## config.mk

```make
export PLATFORM = sky130hd
export DESIGN_NAME = wake_event_status_latches
export DESIGN_NICKNAME = d
export VERILOG_FILES = /design/src/logic/wake_status_pkg.sv /design/src/logic/fall_edge_sync.sv /design/src/logic/wake_event_status_latches.sv
export SDC_FILE = /design/constraint.sdc
export NUM_CORES = 1
export LEC_CHECK = 0
export BUFFER_PORTS_ARGS = -buffer_cell sky130_fd_sc_hd__clkbuf_2
export CAP_MARGIN = 20
export CORE_MARGIN = 1
export CORE_UTILIZATION = 57
export CTS_BUF_LIST = sky130_fd_sc_hd__clkbuf_4 sky130_fd_sc_hd__clkbuf_8
export DETAILED_ROUTE_END_ITERATION = 6
export GPL_TIMING_DRIVEN = 0
export PLACE_DENSITY = 0.95
export SLEW_MARGIN = 40
export SYNTH_ARGS = -nofsm -noshare
export SYNTH_HDL_FRONTEND = slang
export SYNTH_HIERARCHICAL = 1
export SYNTH_SLANG_ARGS = --single-unit
export TNS_END_PERCENT = 100
```

## constraint.sdc

```tcl
create_clock -name clk_in -period 3.6 [get_ports clk_in]
set_input_delay 0.9 -clock clk_in [delete_from_list [all_inputs] [get_ports clk_in]]
set_output_delay 0.9 -clock clk_in [all_outputs]
set_load 0.03 [all_outputs]
```

## src/logic/wake_status_pkg.sv

```systemverilog
// Constants shared by the wake status latch bank
package wake_status_pkg;
    // ------------------------------------------------------------
    // Register word offsets (byte addresses, word aligned)
    // ------------------------------------------------------------
    localparam int ADDR_W = 8;
    localparam logic [7:0] IDX_STATUS_ONE = 8'hb2;
    localparam logic [7:0] IDX_STATUS_TWO = 8'hb3;
    localparam logic [9:0] OFF_STATUS_ONE = 10'h2c8;
    localparam logic [9:0] OFF_STATUS_TWO = 10'h2cc;
    localparam logic [9:0] OFF_ENABLE_ONE = 10'h2c0;
    localparam logic [9:0] OFF_ENABLE_TWO = 10'h2c4;
    localparam logic [9:0] OFF_IRQ_STATUS = 10'h300;
    localparam logic [9:0] OFF_IRQ_MASK = 10'h304;
    // ------------------------------------------------------------
    // Reset values and field positions
    // ------------------------------------------------------------
    localparam logic [7:0] RST_STATUS = 8'h00;
    localparam logic [7:0] RST_ENABLE_ONE = 8'h00;
    localparam logic [7:0] RST_ENABLE_TWO = 8'h80;
    localparam logic [7:0] RST_MASK = 8'h00;
    localparam logic [7:0] ONE_LATCH_MASK = 8'hcf;
    localparam logic [7:0] TWO_LIVE_MASK = 8'h2b;
    localparam logic [7:0] TWO_WAKE_MASK = 8'h2b;
    localparam logic [7:0] TWO_LATCH_MASK = 8'h2f;
    localparam logic [7:0] EN_TWO_WR_MASK = 8'hab;
    localparam logic [7:0] IRQ_BITS_MASK = 8'h07;
    localparam int BIT_IRQ_ONE = 0;
    localparam int BIT_IRQ_TWO = 1;
    localparam int BIT_IRQ_POWER = 2;
endpackage

```

## src/logic/fall_edge_sync.sv

```systemverilog
// Two-flop synchroniser with falling edge detect for one pin
`timescale 1ns/1ps
module fall_edge_sync
    import wake_status_pkg::*;
(
    input wire logic clk_in,
    input wire logic rst_n_in,
    input wire logic pin_in,
    output logic fall_out
);
    logic meta_q;
    logic sync_q;
    logic last_q;
    always_ff @(posedge clk_in) begin
        if (!rst_n_in) begin
            meta_q <= 1'b1;
            sync_q <= 1'b1;
            last_q <= 1'b1;
        end else begin
            meta_q <= pin_in;
            sync_q <= meta_q;
            last_q <= sync_q;
        end
    end
    assign fall_out = last_q & ~sync_q;
endmodule

```

## src/logic/wake_event_status_latches.sv

```systemverilog
// Wake event status latches with Avalon-MM register slave
`timescale 1ns/1ps
module wake_event_status_latches
    import wake_status_pkg::*;
(
    input wire logic clk_in,
    input wire logic rst_n_in,
    input wire logic [9:0] avs_address_in,
    input wire logic avs_read_in,
    input wire logic avs_write_in,
    input wire logic [31:0] avs_writedata_in,
    input wire logic [3:0] avs_byteenable_in,
    output logic [31:0] avs_readdata_out,
    output logic avs_waitrequest_out,
    output logic [1:0] avs_response_out,
    input wire logic port_one_ring_n_in,
    input wire logic port_two_ring_n_in,
    input wire logic kbd_clock_in,
    input wire logic mouse_clock_in,
    input wire logic infrared_rx_b_in,
    input wire logic port_one_rx_in,
    input wire logic port_two_rx_in,
    input wire logic ring_input_n_in,
    input wire logic button_n_in,
    input wire logic alarm_in,
    input wire logic group_irq_a_in,
    input wire logic group_irq_b_in,
    input wire logic remote_ir_wake_in,
    output logic power_on_request_n_out,
    output logic irq_out
);
    // ------------------------------------------------------------
    // Pin edge detection
    // ------------------------------------------------------------
    localparam int NPIN = 9;
    logic [NPIN-1:0] pins;
    logic [NPIN-1:0] falls;
    assign pins = {button_n_in, ring_input_n_in, port_two_rx_in,
                   port_one_rx_in, infrared_rx_b_in, mouse_clock_in,
                   kbd_clock_in, port_two_ring_n_in, port_one_ring_n_in};
    genvar g;
    generate
        for (g = 0; g < NPIN; g++) begin : g_pin
            fall_edge_sync u_sync (
                .clk_in(clk_in),
                .rst_n_in(rst_n_in),
                .pin_in(pins[g]),
                .fall_out(falls[g])
            );
        end
    endgenerate

    // Internal level sources pass two flops as well
    logic [3:0] lvl_meta_q;
    logic [3:0] lvl_sync_q;
    logic [3:0] lvl_last_q;
    always_ff @(posedge clk_in) begin
        if (!rst_n_in) begin
            lvl_meta_q <= 4'h0;
            lvl_sync_q <= 4'h0;
            lvl_last_q <= 4'h0;
        end else begin
            lvl_meta_q <= {remote_ir_wake_in, group_irq_b_in,
                           group_irq_a_in, alarm_in};
            lvl_sync_q <= lvl_meta_q;
            lvl_last_q <= lvl_sync_q;
        end
    end
    logic alarm_rise;
    logic remote_rise;
    assign alarm_rise = lvl_sync_q[0] & ~lvl_last_q[0];
    assign remote_rise = lvl_sync_q[3] & ~lvl_last_q[3];

    // ------------------------------------------------------------
    // Bus decode
    // ------------------------------------------------------------
    logic ack_q;
    logic [31:0] rdata_q;
    logic [1:0] resp_q;
    logic req;
    logic take;
    assign req = avs_read_in | avs_write_in;
    assign take = req & ~ack_q;
    logic sel_one;
    logic sel_two;
    logic sel_en1;
    logic sel_en2;
    logic sel_ist;
    logic sel_msk;
    logic mapped;
    // Address match of one register word
    function automatic logic addr_hit(logic [9:0] a, logic [9:0] off);
        return a == off;
    endfunction
    assign sel_one = addr_hit(avs_address_in, OFF_STATUS_ONE);
    assign sel_two = addr_hit(avs_address_in, OFF_STATUS_TWO);
    assign sel_en1 = addr_hit(avs_address_in, OFF_ENABLE_ONE);
    assign sel_en2 = addr_hit(avs_address_in, OFF_ENABLE_TWO);
    assign sel_ist = addr_hit(avs_address_in, OFF_IRQ_STATUS);
    assign sel_msk = addr_hit(avs_address_in, OFF_IRQ_MASK);
    assign mapped = sel_one | sel_two | sel_en1 | sel_en2 | sel_ist
                  | sel_msk;
    logic wr_lane0;
    assign wr_lane0 = take & avs_write_in & avs_byteenable_in[0];
    logic rd_one;
    logic rd_two;
    assign rd_one = take & avs_read_in & sel_one;
    assign rd_two = take & avs_read_in & sel_two;

    // ------------------------------------------------------------
    // Status latches
    // ------------------------------------------------------------
    logic [7:0] one_q;
    logic [7:0] one_d;
    logic [7:0] two_q;
    logic [7:0] two_d;
    logic [7:0] one_set;
    logic [7:0] two_set;
    assign one_set = {alarm_rise, falls[4], 2'b00,
                      falls[3], falls[2], falls[1], falls[0]};
    assign two_set = {2'b00, remote_rise, 1'b0, falls[7], falls[8],
                      falls[6], falls[5]};
    assign one_d = ((rd_one ? 8'h00 : one_q) | one_set) & ONE_LATCH_MASK;
    assign two_d = ((rd_two ? 8'h00 : two_q) | two_set) & TWO_LATCH_MASK;
    always_ff @(posedge clk_in) begin
        if (!rst_n_in) begin
            one_q <= RST_STATUS;
            two_q <= RST_STATUS;
        end else begin
            one_q <= one_d;
            two_q <= two_d;
        end
    end
    logic [7:0] one_view;
    assign one_view = one_q | {2'b00, lvl_sync_q[2], lvl_sync_q[1], 4'h0};

    // ------------------------------------------------------------
    // Enables and power on request
    // ------------------------------------------------------------
    logic [7:0] en1_q;
    logic [7:0] en2_q;
    always_ff @(posedge clk_in) begin
        if (!rst_n_in) begin
            en1_q <= RST_ENABLE_ONE;
            en2_q <= RST_ENABLE_TWO;
        end else begin
            if (wr_lane0 && sel_en1) begin
                en1_q <= avs_writedata_in[7:0];
            end
            if (wr_lane0 && sel_en2) begin
                en2_q <= avs_writedata_in[7:0] & EN_TWO_WR_MASK;
            end
        end
    end
    logic wake;
    assign wake = |(one_view & en1_q) | |(two_q & en2_q & TWO_WAKE_MASK);
    logic pwr_n_q;
    always_ff @(posedge clk_in) begin
        if (!rst_n_in) begin
            pwr_n_q <= 1'b1;
        end else begin
            pwr_n_q <= ~wake;
        end
    end

    // ------------------------------------------------------------
    // Interrupt status and mask
    // ------------------------------------------------------------
    logic [7:0] ist_q;
    logic [7:0] msk_q;
    logic [7:0] ist_set;
    logic [7:0] ist_clr;
    logic irq_q;
    assign ist_set = {5'h00, wake & pwr_n_q, |two_set, |one_set};
    assign ist_clr = (wr_lane0 & sel_ist) ? avs_writedata_in[7:0] : 8'h00;
    always_ff @(posedge clk_in) begin
        if (!rst_n_in) begin
            ist_q <= RST_STATUS;
            msk_q <= RST_MASK;
            irq_q <= 1'b0;
        end else begin
            ist_q <= ((ist_q & ~ist_clr) | ist_set) & IRQ_BITS_MASK;
            if (wr_lane0 && sel_msk) begin
                msk_q <= avs_writedata_in[7:0] & IRQ_BITS_MASK;
            end
            irq_q <= |(ist_q & msk_q);
        end
    end

    // ------------------------------------------------------------
    // Read mux and answer
    // ------------------------------------------------------------
    logic [7:0] rmux;
    assign rmux = sel_one ? one_view :
                  sel_two ? two_q :
                  sel_en1 ? en1_q :
                  sel_en2 ? en2_q :
                  sel_ist ? ist_q :
                  sel_msk ? msk_q : 8'h00;
    logic wait_q;
    always_ff @(posedge clk_in) begin
        if (!rst_n_in) begin
            wait_q <= 1'b1;
        end else begin
            wait_q <= ~take;
        end
    end
    always_ff @(posedge clk_in) begin
        if (!rst_n_in) begin
            ack_q <= 1'b0;
            rdata_q <= 32'h0000_0000;
            resp_q <= 2'h0;
        end else begin
            ack_q <= take;
            if (take) begin
                rdata_q <= avs_read_in ? {24'h000000, rmux} : 32'h0000_0000;
                resp_q <= mapped ? 2'h0 : 2'h2;
            end
        end
    end
    assign avs_waitrequest_out = wait_q;
    assign avs_readdata_out = rdata_q;
    assign avs_response_out = resp_q;
    assign power_on_request_n_out = pwr_n_q;
    assign irq_out = irq_q;
endmodule

```

==> impl_metrics.yaml, run 1 <==
run_status:
  status: "finished clean"
setup_path:
  required_ns: 3.89
  arrival_ns: 2.66
  r2r_slack_ns: 1.58
  regToRegEndpoint: "avs_readdata_out[3]$_SDFFE_PN0N_"
  critPathLaunch: "avs_address_in[1]"
  reg2reg_from: "ack_q$_SDFF_PN0_"
  crit_chain: "clkbuf_2 -> or4b_1 -> nor3_1 -> a22oi_1 -> nor2b_1"
  crit_path_start_kind: "input pin"
  crit_type: "in -> reg"
  cp-end-kind: "flop"
  worst-path-max-fanout: 6
  cpMaxStageDelayCell: "nor3_1"
  r2r_cells: 4
  crit_path_max_incr_delay_ns: 0.70
worst_hold_path:
  hp-class: "reg -> reg"
  hold_path_depth: 1
  hold_path_end: "g_pin[4].u_sync/sync_q$_SDFF_PN1_"
  holdCritStartpoint: "g_pin[4].u_sync/meta_q$_SDFF_PN1_"
sta:
  final_min_period_over_clock_period_pct: 65.92
  fin_crit_ns: 2.373
  layout_setup_ws_ns: 1.227
  skew_ns: 0.008732
  rsz0062_at_grt: "false"
  slew_violations: 0
  slew_headroom_pct: 40.34
  worst_pin_slew_ns: 0.8881
  hold_ws_ns: 0.4099
  final-setup-viol-count: 0
  fmax_mhz: 421.4
  hold_viol: 0
  setup-tns-final_ns: 0
clock_network:
  cts_tree: "done"
  path_clk_slew_ns: 0.09
  clock-root-buffer: "clkbuf_8"
  htreeDepth: 3
  hold_buffers: 0
  post_cts_buffers: 0
  cts_sinks: 80
  cts_inserted_buffers: 9
  worstSkewPairLatency_ns: 0.35
  cts.repair.resized: 0
  clk_path_buf_depth: 2
layout:
  diodes: 0
  fill_cells: 440
  drive_gt1_share_pct: 24.07
  area_growth_pct: 18.03
  final_core_util_pct: 71.13
  nets: 486
yosys:
  synth_adder_area_share_pct: 0
  synth_xor_area_share_pct: 0
  synth_top_family_by_area: "simple AND/OR/NAND/NOR gates"
  muxShareOfSynthArea_pct: 5.850
  synth-warning-count: 6
  synth_area_leaders: "dfxtp_1, nor2b_1, buf_4, nand2b_1, mux2i_1"
  synth_most_common_cell: "dfxtp_1"
  synthCells: 343
  async_flop_share_pct: 0
  yosys-top-cells-count: "dfxtp_1, nor2b_1, nand2b_1"
  synthSimpleGateAreaFrac_pct: 23.36
  synth_top_area_cell: "dfxtp_1"
  synth_compound_area_share_pct: 15.11
  ys_ff_latch: 80
  ys_seq_area_share_pct: 47.39
  yosysTopAreaCellShare_pct: 47.39
  netlist_area_um2: 3379
  synth_cell_types: 51
  syn_avg_cell_area_um2: 9.853
  synth-edff-count: 0
  ys.flop_type: "dfxtp_1"
power_and_ir_drop:
  ir_drop_mv: 0.3588
  p_total_uw: 1789
  power_leakage_uw: 0.001677
  powerDensity_nw_per_um2: 448.6
die:
  die_h_um: 79
  die_x_um: 79
  start_util_pct: 60.26
  die_area_um2: 6241
  rows: 27
  core_area_um2: 5608
  num_io_pins: 100
place:
  finalWeightedCongestion: 0.8899
  dp_slack_ns: 0.9019
  dp.final_hpwl_mm: 5.583
  io_buffers: 45
drt:
  drc: 0
  drt_iter0_drc: 237
  vias_per_cell: 5.554
  vias: 2777
  first_pass_iters: 5
  postRouteAntennaNets: 0
  wl_mm: 7.785
  routedWlPerCell_um: 15.57
grt:
  grt_overflow_total: 0
  grt_max_degree: 36
  grt_pass1_wl_mm: 12.34
  antenna_found_initial: 0
  grt_util_all_layers_pct: 26.54
  first_global_vias: 2641
flow_run:
  maxCapViolCount: 0
-- stage by stage --
stage / area (um^2) / cells
detailed placement: 3785 / 484
global route: 3989 / 500
global placement: 3785 / 484
CTS: 3989 / 500
finish: 3989 / 500
floorplan: 3470 / 367
-- area by class of cell --
cell class / instances / area [um^2] / area share [%]
buffer: 38 / 250.2 / 6.274
clock buffer: 10 / 137.6 / 3.450
clock inverter: 6 / 66.31 / 1.662
inverter: 7 / 26.28 / 0.6587
multi-input combinational: 242 / 1592 / 39.90
sequential: 80 / 1602 / 40.15
tap: 72 / 90.09 / 2.258
timing repair buffer: 45 / 225.2 / 5.646
-- where the power goes --
part	total, uW	switching, uW	leakage (uW)	internal [uW]
Sequential	929	16.4	0.000655	913
Combinational	188	112	0.000915	76.3
Clock	672	331	0.000107	342
Total	1790	459	0.00168	1330
-- how the worst max path moves through the flow --
stage                                  endpoint  slack [ns]  depth (start not counted)
6_report       avs_readdata_out[3]$_SDFFE_PN0N_        1.23                          5
5_1_grt        avs_readdata_out[4]$_SDFFE_PN0N_        1.24                          5
4_1_cts        avs_readdata_out[4]$_SDFFE_PN0N_        1.27                          5
3_5_place_dp   avs_readdata_out[4]$_SDFFE_PN0N_        0.90                          5
3_3_place_gp   avs_readdata_out[6]$_SDFFE_PN0N_        0.93                          5
2_1_floorplan               two_q[0]$_SDFF_PN0_        1.32                          5
-- worst max-delay path, delay by kind of cell --
family / cells / cell delay (ns)
buffers and inverters: 1 / 0.13
AND/OR/NAND/NOR: 3 / 1.43
AO/OA/AOI/OAI: 1 / 0.20
-- logic make-up after synthesis --
group	count (synthesis)
DFF	80
other	1
AOI/OAI and AO/OA	74
muxes	17
and+or+nand+nor	126
buffers and inverters	45
-- state kept, by name, indices dropped and copies added, names as in the netlist --
| register | cells |
|---|---|
| ack_q | 1 |
| avs_readdata_out | 8 |
| avs_response_out | 1 |
| avs_waitrequest_out | 1 |
| en1_q | 8 |
| en2_q | 5 |
| g_pin.u_sync/last_q | 9 |
| g_pin.u_sync/meta_q | 9 |
| g_pin.u_sync/sync_q | 9 |
| irq_out | 1 |
| ist_q | 3 |
| lvl_last_q | 2 |
| lvl_meta_q | 4 |
| lvl_sync_q | 4 |
| msk_q | 3 |
| one_q | 6 |
| power_on_request_n_out | 1 |
| two_q | 5 |
-- metal layers --
layer  GRT usage (%)  wire length (um)  vias to the layer above  part of all wire (%)
met1           30.61              3122                     1289                    40
met2           46.29              3899                      143                    50
met3           4.828               584                       23                   7.5
li1                -                 -                     1322                     -
met4           14.36               180                        0                   2.3
met5               0                 0                        -                     0
-- layout by cell type, fill, tap and decap left out, types with 4 or more instances in the layout --
cell type / Yosys / routed
buf_4: 25 / 25
o21ai_0: 10 / 10
a31oi_1: 4 / 4
conb_1: 1 / 25
buf_2: 5 / 5
a21oi_1: 15 / 15
inv_1: 7 / 7
nand3_1: 12 / 12
clkbuf_1: 7 / 7
a211oi_1: 4 / 4
clkbuf_8: 0 / 10
mux2i_1: 13 / 13
nand2b_1: 30 / 30
nor2_1: 6 / 6
dfxtp_1: 80 / 80
o31ai_1: 5 / 5
nand2_1: 14 / 14
a21boi_0: 12 / 12
a22oi_1: 9 / 9
clkbuf_2: 0 / 45
nor2b_1: 31 / 31
and2_1: 11 / 11
Power figures use the tool's default switching activity.
==> run 2, diff against run 1 <==
--- a/config.mk
+++ b/config.mk
@@ -8,11 +8,11 @@
 export BUFFER_PORTS_ARGS = -buffer_cell sky130_fd_sc_hd__clkbuf_2
 export CAP_MARGIN = 20
 export CORE_MARGIN = 1
-export CORE_UTILIZATION = 57
+export CORE_UTILIZATION = 48
 export CTS_BUF_LIST = sky130_fd_sc_hd__clkbuf_4 sky130_fd_sc_hd__clkbuf_8
 export DETAILED_ROUTE_END_ITERATION = 6
 export GPL_TIMING_DRIVEN = 0
-export PLACE_DENSITY = 0.95
+export PLACE_DENSITY = 0.89
 export SLEW_MARGIN = 40
 export SYNTH_ARGS = -nofsm -noshare
 export SYNTH_HDL_FRONTEND = slang
==> constraint.sdc (replaced) <==
create_clock -name clk_in -period 2.1 [get_ports clk_in]
set_input_delay 0.525 -clock clk_in [delete_from_list [all_inputs] [get_ports clk_in]]
set_output_delay 0.525 -clock clk_in [all_outputs]
set_load 0.03 [all_outputs]
==> run 2 against run 1 <==
Hold slack got worse by 0.066 ns. Die area increased by 18%. Non-clock buffer count unchanged. Final area up 0.13%. Clock power up 52%. Wire length fell by 4.5%. Sequential cell count unchanged. Setup slack got worse by 1.1 ns. Largest power group unchanged.
==> impl_metrics.yaml, run 2 (same netlist as run 1, synthesis figures left out) <==
layout:
  top_regs: "g_pin.u_sync/last_q x9, g_pin.u_sync/meta_q x9, g_pin.u_sync/sync_q x9"
  nets: 486
  multi_input_area_um2: 1592
  fin_area_um2: 3994
  drive_gt1_share_pct: 24.07
  fill_cells: 604
  diodes: 0
  final_cell_mix: "dfxtp_1, clkbuf_2, nor2b_1, nand2b_1"
  area_growth_pct: 18.18
  layout.cells.most_common: "dfxtp_1"
  regArea_um2: 1602
die:
  die_h_um: 85.91
  start_util_pct: 49.74
  die_x_um: 85.91
  rows: 30
  die_area_um2: 7381
  core_area_um2: 6794
  num_io_pins: 100
drt:
  drc: 0
  first_pass_iters: 4
  drt_iter0_drc: 208
  vias: 2654
  vias_per_cell: 5.065
  wl_mm: 7.436
  postRouteAntennaNets: 0
  routedWlPerCell_um: 14.19
clock_network:
  htreeDepth: 3
  cts_sinks: 80
  cts_inserted_buffers: 9
  path_clk_slew_ns: 0.08
  post_cts_buffers: 0
  worstSkewPairLatency_ns: 0.35
  cts.repair.resized: 0
  cts_tree: "done"
  hold_buffers: 0
  clk_path_buf_depth: 2
  clock-root-buffer: "clkbuf_8"
grt:
  grt_overflow_total: 0
  grt_pass1_wl_mm: 12.03
  grt_util_all_layers_pct: 21.75
  grt_max_degree: 36
  first_global_vias: 2586
  antenna_found_initial: 0
place:
  io_buffers: 45
  dp_slack_ns: -0.1737
  finalWeightedCongestion: 0.9312
  placed_cell_area_um2: 3815
  dp.final_hpwl_mm: 5.413
flow_run:
  maxCapViolCount: 0
setup_path:
  reg2reg_from: "ack_q$_SDFF_PN0_"
  regToRegEndpoint: "avs_readdata_out[4]$_SDFFE_PN0N_"
  cp-end-kind: "flop"
  required_ns: 2.38
  crit_type: "reg -> reg"
  arrival_ns: 2.28
  r2r_cells: 4
  worst-path-max-fanout: 9
  r2r_slack_ns: 0.1
  crit_path_start_kind: "flop"
worst_hold_path:
  hold_path_end: "g_pin[7].u_sync/meta_q$_SDFF_PN1_"
  hp-class: "in -> reg"
  hold_path_depth: 2
  holdCritStartpoint: "ring_input_n_in"
sta:
  fmax_mhz: 499.6
  final_min_period_over_clock_period_pct: 95.31
  skew_ns: 0.006855
  slew_headroom_pct: 45.64
  hold_ws_ns: 0.3439
  rsz0062_at_grt: "false"
  layout_setup_ws_ns: 0.09857
  final-setup-viol-count: 0
  hold_viol: 0
  slew_violations: 0
  fin_crit_ns: 2.001
  setup-tns-final_ns: 0
  worst_pin_slew_ns: 0.8092
power_and_ir_drop:
  ir_drop_mv: 0.4740
  powerDensity_nw_per_um2: 733.0
  power_leakage_uw: 0.001656
  p_total_uw: 2928
run_status:
  status: "finished clean"
==> run 2: layer usage <==
layer | up-vias | track usage (%) | part of all wire [%]
met2 | 126 | 37.30 | 48
met3 | 22 | 4.331 | 7.8
met4 | 0 | 10.61 | 2.5
li1 | 1314 | - | -
met5 | - | 0 | 0
met1 | 1192 | 26.02 | 42
==> run 2: how the worst max path moves through the flow <==
stage | slack [ns] | from | end
global route | 0.06 | ack_q$_SDFF_PN0_ | avs_readdata_out[4]$_SDFFE_PN0N_
detailed placement | -0.17 | avs_address_in[1] | avs_readdata_out[4]$_SDFFE_PN0N_
global placement | -0.17 | avs_address_in[1] | avs_readdata_out[7]$_SDFFE_PN0N_
CTS | 0.12 | ack_q$_SDFF_PN0_ | avs_readdata_out[4]$_SDFFE_PN0N_
floorplan | 0.19 | avs_address_in[5] | two_q[0]$_SDFF_PN0_
finish | 0.1 | ack_q$_SDFF_PN0_ | avs_readdata_out[4]$_SDFFE_PN0N_
==> run 2: through the flow <==
step,std cells,util [%]
4_1_cts,524,58.78
6_report,524,58.78
3_5_place_dp,508,56.15
5_1_grt,524,58.78
3_3_place_gp,508,56.15
2_1_floorplan,367,-
==> run 2: power by group <==
group / switching [uW] / total [uW] / leakage [uW] / internal (uW)
clock network: 578 / 1020 / 0.0000862 / 438
registers: 28.0 / 1590 / 0.000655 / 1560
logic: 189 / 319 / 0.000915 / 131
==> run 2: final cells by class <==
type	count	area share, %
timing repair buffer	45	5.639
tap	96	3.008
clock buffer	9	3.102
inverter	7	0.6579
sequential	80	40.10
clock inverter	7	1.378
multi-input combinational	242	39.85
buffer	38	6.266
==> run 2: worst max-delay path, cell delays in order, from the launching register on <==
cell,delay [ns]
dfxtp_1,0.38
or4b_1,0.52
nor3_1,0.64
nand3_1,0.18
a21boi_0,0.21
==> run 3, diff against run 2 <==
--- a/config.mk
+++ b/config.mk
@@ -7,8 +7,10 @@
 export LEC_CHECK = 0
 export BUFFER_PORTS_ARGS = -buffer_cell sky130_fd_sc_hd__clkbuf_2
 export CAP_MARGIN = 20
+export CELL_PAD_IN_SITES_DETAIL_PLACEMENT = 0
+export CELL_PAD_IN_SITES_GLOBAL_PLACEMENT = 2
 export CORE_MARGIN = 1
-export CORE_UTILIZATION = 48
+export CORE_UTILIZATION = 29
 export CTS_BUF_LIST = sky130_fd_sc_hd__clkbuf_4 sky130_fd_sc_hd__clkbuf_8
 export DETAILED_ROUTE_END_ITERATION = 6
 export GPL_TIMING_DRIVEN = 0
==> run 3 against run 2 <==
Power rose by 0.67%. Utilization fell by 23 points. Combinational power barely moved. Clock skew rose by 0.0070 ns. Global-route usage fell by 7.4 points. First-iteration DRC count decreased by 31%. Fmax rose by 7.1%. Sequential cell count stayed put. Hold slack better by 0.0086 ns. Critical path depth is the same. Final area rose by 1.7%.
==> impl_metrics.yaml, run 3 (same netlist as run 1, synthesis figures left out) <==
sta:
  slew_violations: 0
  setup-tns-final_ns: 0
  layout_setup_ws_ns: 0.2308
  skew_ns: 0.01381
  final-setup-viol-count: 0
  slew_headroom_pct: 53.55
  worst_pin_slew_ns: 0.6968
  rsz0062_at_grt: "false"
  fmax_mhz: 535.0
  hold_viol: 0
  final_min_period_over_clock_period_pct: 89.01
  fin_crit_ns: 1.869
  hold_ws_ns: 0.3525
setup_path:
  cpMaxStageDelayCell: "or4b_1"
  cp-end-kind: "flop"
  crit_chain: "or4b_1 -> nor3_2 -> nand3_1 -> a21boi_0"
  reg2reg_from: "ack_q$_SDFF_PN0_"
  arrival_ns: 2.13
  worst-path-max-fanout: 9
  critPathLaunch: "ack_q$_SDFF_PN0_"
  crit_path_start_kind: "flop"
  required_ns: 2.36
  crit_path_max_incr_delay_ns: 0.53
  crit_type: "reg -> reg"
die:
  core_area_um2: 11370
  die_x_um: 110.0
  rows: 39
  die_h_um: 110.0
  start_util_pct: 29.72
  num_io_pins: 100
  die_area_um2: 12090
clock_network:
  hold_buffers: 0
  worstSkewPairLatency_ns: 0.35
  cts_inserted_buffers: 9
  htreeDepth: 3
  post_cts_buffers: 0
  clk_path_buf_depth: 2
  cts_sinks: 80
  clock-root-buffer: "clkbuf_8"
  path_clk_slew_ns: 0.08
  cts_tree: "done"
  cts.repair.resized: 0
run_status:
  status: "finished clean"
layout:
  fill_cells: 1198
  top_regs: "g_pin.u_sync/last_q x9, g_pin.u_sync/meta_q x9, g_pin.u_sync/sync_q x9"
  drive_gt1_share_pct: 24.53
  area_growth_pct: 20.21
  diodes: 0
  layout.cells.most_common: "dfxtp_1"
  final_core_util_pct: 35.73
  final_cell_mix: "dfxtp_1, clkbuf_2, nor2b_1, nand2b_1"
  nets: 486
  fin_cells: 571
flow_run:
  maxCapViolCount: 0
drt:
  routedWlPerCell_um: 14.36
  postRouteAntennaNets: 0
  drt_iter0_drc: 144
  first_pass_iters: 5
  vias_per_cell: 4.644
  drc: 0
  wl_mm: 8.197
  vias: 2652
power_and_ir_drop:
  ir_drop_mv: 0.2436
  powerDensity_nw_per_um2: 725.4
  power_leakage_uw: 0.001662
grt:
  grt.busiest_layer: "met2"
  grt_util_all_layers_pct: 14.35
  met1_usage_pct: 18.39
  grt_max_degree: 36
  grt_overflow_total: 0
  first_global_vias: 2469
  use_met2_pct: 22.68
  grt_pass1_wl_mm: 12.77
  antenna_found_initial: 0
  grt_use_met3_pct: 4.564
place:
  finalWeightedCongestion: 0.9100
  dp.final_hpwl_mm: 5.887
  dp_slack_ns: -0.1040
  io_buffers: 45
  placed_cells: 555
worst_hold_path:
  hp-class: "in -> reg"
  holdCritStartpoint: "port_two_rx_in"
[run 3: power breakdown]
part	internal, uW	switching (uW)	total, uW
logic	131	190	321
clock network	465	568	1030
registers	1560	28.2	1590
[run 3: area by class of cell]
cell class / instances / area [um^2] / share of cell area [%]
Sequential cell: 80 / 1602 / 39.42
Clock inverter: 6 / 42.54 / 1.047
Clock buffer: 10 / 137.6 / 3.388
Tap cell: 143 / 178.9 / 4.404
Multi-Input combinational cell: 242 / 1600 / 39.39
Buffer: 38 / 250.2 / 6.160
Inverter: 7 / 26.28 / 0.6468
Timing Repair Buffer: 45 / 225.2 / 5.544
[run 3: critical path, delay by kind of cell, from the launching register on]
kind            cells  cell delay, ns
flops               1            0.37
compound gates      1            0.23
simple gates        3            1.18
[run 3: per-stage QoR]
stage | power [uW] | area [um^2]
2_1_floorplan | 1847 | 3470
3_3_place_gp | 1942 | 3874
3_5_place_dp | 1947 | 3879
4_1_cts | 2988 | 4059
5_1_grt | 3094 | 4063
6_report | 2947 | 4063
[run 3: worst paths after layout]
path | endpoint | slack (ns) | cells after the start
worst max-delay path | avs_readdata_out[4]$_SDFFE_PN0N_ | 0.23 | 4
worst min-delay path | g_pin[6].u_sync/meta_q$_SDFF_PN1_ | 0.35 | 2
worst max register to register | avs_readdata_out[4]$_SDFFE_PN0N_ | 0.23 | 4
worst min register to register | g_pin[5].u_sync/sync_q$_SDFF_PN1_ | 0.41 | 1
[run 3: metal layers]
| metal | routed length, um | share of wire, % | up-vias |
|---|---|---|---|
| met5 | 0 | 0 | - |
| met1 | 3681 | 45 | 1230 |
| met4 | 153 | 1.9 | 0 |
| met3 | 627 | 7.6 | 13 |
| li1 | - | - | 1319 |
| met2 | 3735 | 46 | 90 |
